==> config.mk <==
export PLATFORM = sky130hd
export DESIGN_NAME = lpnp_next_page_rx
export DESIGN_NICKNAME = d
export VERILOG_FILES = /design/src/include/lpnp_pkg.sv /design/src/rtl/lpnp_page_store.sv /design/src/rtl/lpnp_next_page_rx.sv
export VERILOG_INCLUDE_DIRS = /design/src /design/src/include
export SDC_FILE = /design/constraint.sdc
export NUM_CORES = 1
export LEC_CHECK = 0
export BUFFER_PORTS_ARGS = -buffer_cell sky130_fd_sc_hd__buf_2
export CORE_MARGIN = 2
export CORE_UTILIZATION = 45
export CTS_BUF_LIST = sky130_fd_sc_hd__clkbuf_4
export DETAILED_ROUTE_END_ITERATION = 8
export GPL_ROUTABILITY_DRIVEN = 0
export GPL_TIMING_DRIVEN = 0
export PLACE_DENSITY = 0.69
export SYNTH_ARGS = -nofsm -noshare
export SYNTH_HDL_FRONTEND = slang
export SYNTH_SLANG_ARGS = --single-unit
==> constraint.sdc <==
create_clock -name ref_clk_in -period 3.1 [get_ports ref_clk_in]
set_clock_uncertainty 0.2 [all_clocks]
set_input_delay 0.155 -clock ref_clk_in [delete_from_list [all_inputs] [get_ports ref_clk_in]]
set_output_delay 0.155 -clock ref_clk_in [all_outputs]
set_load 0.02 [all_outputs]
==> src/include/lpnp_consts.svh <==
// Offsets, field positions and reset values of the partner next page register
`ifndef LPNP_CONSTS_SVH
`define LPNP_CONSTS_SVH
`define LPNP_CTRL_ADDR       8'h6E
`define LPNP_OFFS_ADDR       8'h6F
`define LPNP_DATA_ADDR       8'hA0
`define LPNP_FUNC_EEE        3'h1
`define LPNP_PORT_MIN        4'h3
`define LPNP_PORT_MAX        4'h4
`define LPNP_OFFS_HI         8'h10
`define LPNP_OFFS_LO         8'h11
`define LPNP_OFFS_STAT       8'h12
`define LPNP_BIT_MORE        15
`define LPNP_BIT_ACK         14
`define LPNP_BIT_MSG         13
`define LPNP_BIT_COMPLY      12
`define LPNP_BIT_TOGGLE      11
`define LPNP_PAGE_RESET      16'h0000
`define LPNP_BYTE_RESET      8'h00
`define LPNP_FLAG_RESET      4'h0
`define LPNP_NPORTS          2
`endif

==> src/include/lpnp_pkg.sv <==
// Types of the partner next page register block
package lpnp_pkg;
    typedef struct packed {
        logic        more_pages_flag;
        logic        ack_flag;
        logic        message_page_flag;
        logic        will_comply_flag;
        logic        toggle_flag;
        logic [10:0] code_field;
    } lpnp_page_t;
    typedef struct packed {
        logic       wr;
        logic       rd;
        logic [7:0] addr;
        logic [7:0] wdata;
    } lpnp_bus_t;
endpackage

==> src/rtl/lpnp_page_store.sv <==
// Per-port store of the last received next page
`timescale 1ns/1ps
`default_nettype none
`include "lpnp_consts.svh"
module lpnp_page_store
    import lpnp_pkg::*;
(
    // Clock and reset
    input  wire logic       ref_clk_in,
    input  wire logic       arst_n_in,
    // Page capture
    input  wire logic       page_valid_in,
    input  var  lpnp_page_t page_in,
    input  wire logic       clear_flag_in,
    // Stored state
    output var  lpnp_page_t page_out,
    output logic            received_out
);
    lpnp_page_t page_reg;
    lpnp_page_t page_next;
    logic       rcv_reg;
    logic       rcv_next;

    always_comb begin
        page_next = page_reg;
        rcv_next  = rcv_reg;
        if (clear_flag_in) begin
            rcv_next = 1'b0;
        end
        if (page_valid_in) begin
            page_next = page_in;   // (RULE11)
            rcv_next  = 1'b1;      // (RULE12)
        end
    end

    always_ff @(posedge ref_clk_in or negedge arst_n_in) begin
        if (!arst_n_in) begin
            page_reg <= `LPNP_PAGE_RESET; // (RULE10)
            rcv_reg  <= 1'b0;
        end else begin
            page_reg <= page_next;
            rcv_reg  <= rcv_next;
        end
    end

    assign page_out     = page_reg;
    assign received_out = rcv_reg;
endmodule
`default_nettype wire

==> src/rtl/lpnp_next_page_rx.sv <==
// Partner next page receive register with indirect byte access
//
// Function
// (RULE1) Control byte selects group and port
// (RULE2) Offset byte selects byte at data register
// (RULE3) Upper byte 0x10, lower byte 0x11
// (RULE4) Bit 15 reports more pages follow
// (RULE5) Bit 14 reports partner acknowledge
// (RULE6) Bit 13 message versus unformatted page
// (RULE7) Bit 12 reports partner will comply
// (RULE8) Bit 11 toggle alternates per codeword
// (RULE9) First toggle inverts base codeword bit
// (RULE10) Code in 10:0, read-only, resets zero
// (RULE11) Whole page captured in one cycle
// (RULE12) Page received flag, cleared on read
`timescale 1ns/1ps
`default_nettype none
`include "lpnp_consts.svh"
module lpnp_next_page_rx
    import lpnp_pkg::*;
(
    // Clock and reset
    input  wire logic              ref_clk_in,
    input  wire logic              arst_n_in,
    // Register access, one-cycle strobes
    input  var  lpnp_bus_t         bus_in,
    output logic [7:0]             rdata_out,
    // Pages from the negotiation logic, index 0 is port 3
    input  wire logic [1:0]        page_valid_in,
    input  var  lpnp_page_t [1:0]  page_in,
    // Decoded fields of the selected port
    output logic                   more_pages_flag_out,
    output logic                   message_page_flag_out,
    output logic                   will_comply_flag_out,
    output logic                   page_received_out
);
    // ------------------------------------------------------------
    // Indirect select registers
    // ------------------------------------------------------------
    logic [7:0] ctrl_reg;
    logic [7:0] ctrl_next;
    logic [7:0] offs_reg;
    logic [7:0] offs_next;
    logic [7:0] rdata_reg;
    logic [7:0] rdata_next;

    lpnp_page_t [1:0] page_q;
    logic [1:0]       rcv_q;
    logic [1:0]       clr_flag;
    lpnp_page_t [1:0] page_fut;
    logic [1:0]       rcv_fut;

    // Group and port check shared by read and flag clearing
    function automatic logic sel_ok(input logic [7:0] c);
        sel_ok = (c[7:5] == `LPNP_FUNC_EEE) && (c[3:0] >= `LPNP_PORT_MIN)
                 && (c[3:0] <= `LPNP_PORT_MAX); // (RULE1)
    endfunction

    function automatic logic sel_idx(input logic [7:0] c);
        sel_idx = (c[3:0] == `LPNP_PORT_MAX);
    endfunction

    // Status offset, shared by the read mux and the flag clear
    function automatic logic is_stat(input logic [7:0] o);
        is_stat = (o == `LPNP_OFFS_STAT);
    endfunction

    function automatic logic data_rd(input lpnp_bus_t b);
        data_rd = b.rd && (b.addr == `LPNP_DATA_ADDR);
    endfunction

    // Byte of a stored page picked by the offset, zero when unmapped
    function automatic logic [7:0] page_byte(input lpnp_page_t p, input logic [7:0] o);
        page_byte = `LPNP_BYTE_RESET;
        if (o == `LPNP_OFFS_HI) begin
            page_byte = {p.more_pages_flag,    // (RULE4)
                         p.ack_flag,           // (RULE5)
                         p.message_page_flag,  // (RULE6)
                         p.will_comply_flag,   // (RULE7)
                         p.toggle_flag,        // (RULE8)
                         p.code_field[10:8]};  // (RULE10)
        end else if (o == `LPNP_OFFS_LO) begin
            page_byte = p.code_field[7:0];     // (RULE10)
        end
    endfunction

    logic       ok;
    logic       idx;
    lpnp_page_t cur;
    assign ok  = sel_ok(ctrl_reg);
    assign idx = sel_idx(ctrl_reg);
    assign cur = page_q[idx];

    // ------------------------------------------------------------
    // Per-port page storage
    // ------------------------------------------------------------
    // Set wins over the read clear inside the store
    genvar g;
    generate
        for (g = 0; g < `LPNP_NPORTS; g = g + 1) begin : g_port
            assign clr_flag[g] = data_rd(bus_in) && ok && (idx == 1'(g))
                                 && is_stat(offs_reg); // (RULE12)
            lpnp_page_store u_store (
                .ref_clk_in    (ref_clk_in),
                .arst_n_in     (arst_n_in),
                .page_valid_in (page_valid_in[g]),
                .page_in       (page_in[g]),
                .clear_flag_in (clr_flag[g]),
                .page_out      (page_q[g]),
                .received_out  (rcv_q[g])
            );
        end
    endgenerate

    // ------------------------------------------------------------
    // Stored page next state
    // ------------------------------------------------------------
    // Mirrors the store so the flag outputs can be registered in step
    genvar h;
    generate
        for (h = 0; h < `LPNP_NPORTS; h = h + 1) begin : g_fut
            assign page_fut[h] = page_valid_in[h] ? page_in[h] : page_q[h]; // (RULE11)
            assign rcv_fut[h]  = page_valid_in[h] | (rcv_q[h] & ~clr_flag[h]); // (RULE12)
        end
    endgenerate

    // ------------------------------------------------------------
    // Select registers
    // ------------------------------------------------------------
    always_comb begin
        ctrl_next = ctrl_reg;
        offs_next = offs_reg;
        if (bus_in.wr && bus_in.addr == `LPNP_CTRL_ADDR) begin
            ctrl_next = bus_in.wdata; // (RULE1)
        end
        if (bus_in.wr && bus_in.addr == `LPNP_OFFS_ADDR) begin
            offs_next = bus_in.wdata; // (RULE2)
        end
    end

    always_ff @(posedge ref_clk_in or negedge arst_n_in) begin
        if (!arst_n_in) begin
            ctrl_reg <= `LPNP_BYTE_RESET;
            offs_reg <= `LPNP_BYTE_RESET;
        end else begin
            ctrl_reg <= ctrl_next;
            offs_reg <= offs_next;
        end
    end

    // ------------------------------------------------------------
    // Read data
    // ------------------------------------------------------------
    // Read data holds between reads, so software may sample it late
    always_comb begin
        rdata_next = rdata_reg;
        if (bus_in.rd) begin
            unique case (bus_in.addr)
                `LPNP_CTRL_ADDR: rdata_next = ctrl_reg;
                `LPNP_OFFS_ADDR: rdata_next = offs_reg;
                `LPNP_DATA_ADDR: begin
                    // Writes to the data byte are ignored, the page is read-only
                    if (!ok) begin
                        rdata_next = `LPNP_BYTE_RESET; // (RULE1)
                    end else if (is_stat(offs_reg)) begin
                        rdata_next = {7'h00, rcv_q[idx]}; // (RULE12)
                    end else begin
                        rdata_next = page_byte(cur, offs_reg); // (RULE3)
                    end
                end
                default: rdata_next = `LPNP_BYTE_RESET; // (RULE2)
            endcase
        end
    end

    always_ff @(posedge ref_clk_in or negedge arst_n_in) begin
        if (!arst_n_in) begin
            rdata_reg <= `LPNP_BYTE_RESET;
        end else begin
            rdata_reg <= rdata_next;
        end
    end

    // ------------------------------------------------------------
    // Registered flag outputs
    // ------------------------------------------------------------
    // Next flags come from the next page and the next select, so the
    // outputs leave flip-flops yet move in the cycle the page is stored
    logic       idx_fut;
    lpnp_page_t cur_fut;
    logic [3:0] flag_reg;
    logic [3:0] flag_next;
    assign idx_fut = sel_idx(ctrl_next);
    assign cur_fut = page_fut[idx_fut];

    always_comb begin
        flag_next[3] = cur_fut[`LPNP_BIT_MORE];   // (RULE4)
        flag_next[2] = cur_fut[`LPNP_BIT_MSG];    // (RULE6)
        flag_next[1] = cur_fut[`LPNP_BIT_COMPLY]; // (RULE7)
        flag_next[0] = rcv_fut[idx_fut];          // (RULE12)
    end

    always_ff @(posedge ref_clk_in or negedge arst_n_in) begin
        if (!arst_n_in) begin
            flag_reg <= `LPNP_FLAG_RESET;
        end else begin
            flag_reg <= flag_next;
        end
    end

    // ------------------------------------------------------------
    // Outputs
    // ------------------------------------------------------------
    assign rdata_out             = rdata_reg;
    assign more_pages_flag_out   = flag_reg[3];
    assign message_page_flag_out = flag_reg[2];
    assign will_comply_flag_out  = flag_reg[1];
    assign page_received_out     = flag_reg[0];
    // Toggle reported as received, alternation stays the partner's duty (RULE9)
endmodule
`default_nettype wire

==> flow_summary.toml <==
[run_status]
outcome = "completed"

[global_route]
grt_max_degree = 63
grt_antenna_before_repair = 0
overflow = 0
grt_pass1_vias = 2212
grt.total_usage = 0.2053
grt_pass1_wl_microns = 10920

[drt]
detail_route.wl_per_cell_microns = 16.81
via_count = 1995
firstDrtPassIters = 4
wirelength_microns = 6370
drt_iter0_drc = 88
drtAntennaViolNets = 0
drc = 0
via_per_inst = 5.264

[clock_network]
cts_setup_buffers = 0
clk_path_buf_depth = 2
cts.clk_slew.worst_paths_ps = 100
cts_tree = "built"
cts-root-buf = "clkbuf_4"
insertion_delay_ps = 410
ctsHoldBuffers = 41
cts_htree_levels = 3
numCtsBuffers = 9
cts_sinks = 62
cts_resized = 0

[sta]
worstMarginPinSlew_ps = 780.7
rsz0062_at_grt = "false"
slew_violations = 0
whs_ps = 26.00
finalCritPeriodShare = 0.7902
finalHoldViolCount = 0
fin_setup_tns_ps = 0
post-route-min-period_ps = 2450
max_freq_mhz = 408.2
final-setup-viol-count = 0
slew_headroom = 0.4795

[synth]
syn-num-nets = 238
yosys_warnings = 0
synth.top_cell.area_share = 0.5551
synthTopCellsByArea = "dfrtp_1, mux2_2, mux4_2"
synth_area_sq_um = 2795
yosys.cell_types.count = 31
avgSynthCellArea_sq_um = 15.19
netlist.top_cell.by_area = "dfrtp_1"
synth-seq-area-share = 0.5551
synth_seq_cells = 62
synthCells = 184

[critical_path]
crit_family = "multiplexers"
cp.buffers_inverters = 1
rr_worst_depth = 4
crit_path_top_delay_cell = "mux4_2"
required_ps = 3190
max_stage_delay_ps = 540
arrival_ps = 2540
r2r_slack_ps = 650
cp_max_fo = 10
reg2reg_to = "rdata_out[4]"
timing.rr.start = "ctrl_reg[3]"
cp_cell_sequence = "nor4b_2 -> buf_4 -> mux4_2 -> a221o_1"
crit_type = "reg2reg"
startpoint_type = "register"
end_kind = "register"

[place]
dp.cells = 322
post_dp_cell_area_sq_um = 3204
dp_hpwl_microns = 4338
io_buffers = 63

[worst_hold_path]
hold-path-cell-count = 3
holdPathEnd = "g_port[0].u_store.received_out"
holdCritStartpoint = "page_valid_in[0]"
holdCritPathClass = "in2reg"

[pwr]
peakVddDrop_mv = 0.3406
p_per_area_nw_per_um2 = 483.9
p_leak_nw = 1.717

[layout]
final_core_util = 0.6384
nFillCells = 471
fin_nets = 353
drive_above_1_share = 0.4737
final_cell_count_no_fill = 379
diodes = 0
stdcell_area_sq_um = 3802
syn_to_final_growth_pct = 36.03

[die]
dieArea_sq_um = 6858
fp-row-count = 28
ios = 66
die_y_microns = 82.82
die_w_microns = 82.82
core_area_sq_um = 5956
start_util = 0.4693

[flow_run]
maxCapViolCount = 0
[tightest hold or removal path, stage by stage]
cell      delay (ps)
clkbuf_1         230
nor2_1           150
a21oi_1           50
[worst max-delay path by stage]
stage / from / to / cells past startpoint
CTS: ctrl_reg[3] / rdata_out[4] / 4
global placement: ctrl_reg[3] / rdata_out[5] / 4
finish: ctrl_reg[3] / rdata_out[4] / 4
floorplan: ctrl_reg[3] / rdata_out[1] / 4
detailed placement: ctrl_reg[3] / rdata_out[5] / 4
global route: ctrl_reg[0] / rdata_out[4] / 4
[cells by family (layout without fill, tap and decap cells)]
group / after synthesis / count (layout) / synth area share
flip-flops: 62 / 62 / 0.5551
buffers and inverters: 10 / 130 / 0.01656
AND/OR/NAND/NOR: 30 / 30 / 0.07968
AO/OA/AOI/OAI: 12 / 12 / 0.03805
multiplexers: 70 / 70 / 0.3107
[power by group]
group	internal (mW)	switching, mW
combinational	0.141	0.0919
clock	0.416	0.295
sequential	0.864	0.0324
total	1.42	0.419
[routing by layer]
layer | GRT usage | part of all wire | routed length (microns)
met4 | 0.06408 | 0.015 | 97
met3 | 0.06958 | 0.051 | 327
met1 | 0.2551 | 0.44 | 2785
met5 | 0 | 0 | 0
met2 | 0.3394 | 0.50 | 3159
[synth_stat cells]
library cell	n
dfrtp_1	62
mux2_2	51
mux2i_1	8
mux4_2	8
a221o_1	7
nor2b_1	7
nor4b_1	5
clkbuf_1	4
mux2_1	3
a21oi_1	2
and3b_1	2
buf_1	2
buf_4	2
nor2_1	2
nor3b_1	2
nor4b_2	2
a22o_1	1
a311o_1	1
and2_0	1
and4bb_2	1
buf_2	1
inv_1	1
nand2_1	1
nand3_1	1
nand3b_1	1
nand4_1	1
nor2_2	1
nor3_1	1
nor4_1	1
o211ai_1	1
or3_1	1
[layout make-up]
class | instances | area, sq um | share of cell area
Buffer | 9 | 42.54 | 0.01119
Clock inverter | 6 | 110.1 | 0.02896
Tap cell | 75 | 93.84 | 0.02468
Timing Repair Buffer | 104 | 728.2 | 0.1915
Sequential cell | 62 | 1551 | 0.4080
Multi-Input combinational cell | 112 | 1197 | 0.3149
Inverter | 1 | 3.754 | 0.0009872
Clock buffer | 10 | 75.07 | 0.01974
[metrics by stage]
stage | setup slack (ps) | total power, mW
2_1_floorplan | 874.4 | 1.017
3_3_place_gp | 575.9 | 1.100
3_5_place_dp | 591.5 | 1.107
4_1_cts | 593.0 | 1.860
5_1_grt | 439.5 | 1.930
6_report | 650.3 | 1.840
[cells in the final DEF, fill, tap and decap left out, types with 2 or more instances in the layout]
cell / instances
a21oi_1: 2
a221o_1: 7
and3b_1: 2
buf_1: 2
buf_2: 63
buf_4: 3
bufinv_16: 3
clkbuf_1: 4
clkbuf_4: 10
dfrtp_1: 62
dlygate4sd3_1: 41
mux2_1: 3
mux2_2: 51
mux2i_1: 8
mux4_2: 8
nor2_1: 2
nor2b_1: 7
nor3b_1: 2
nor4b_1: 5
nor4b_2: 2
Note: power is estimated with default switching activity, not from simulation.
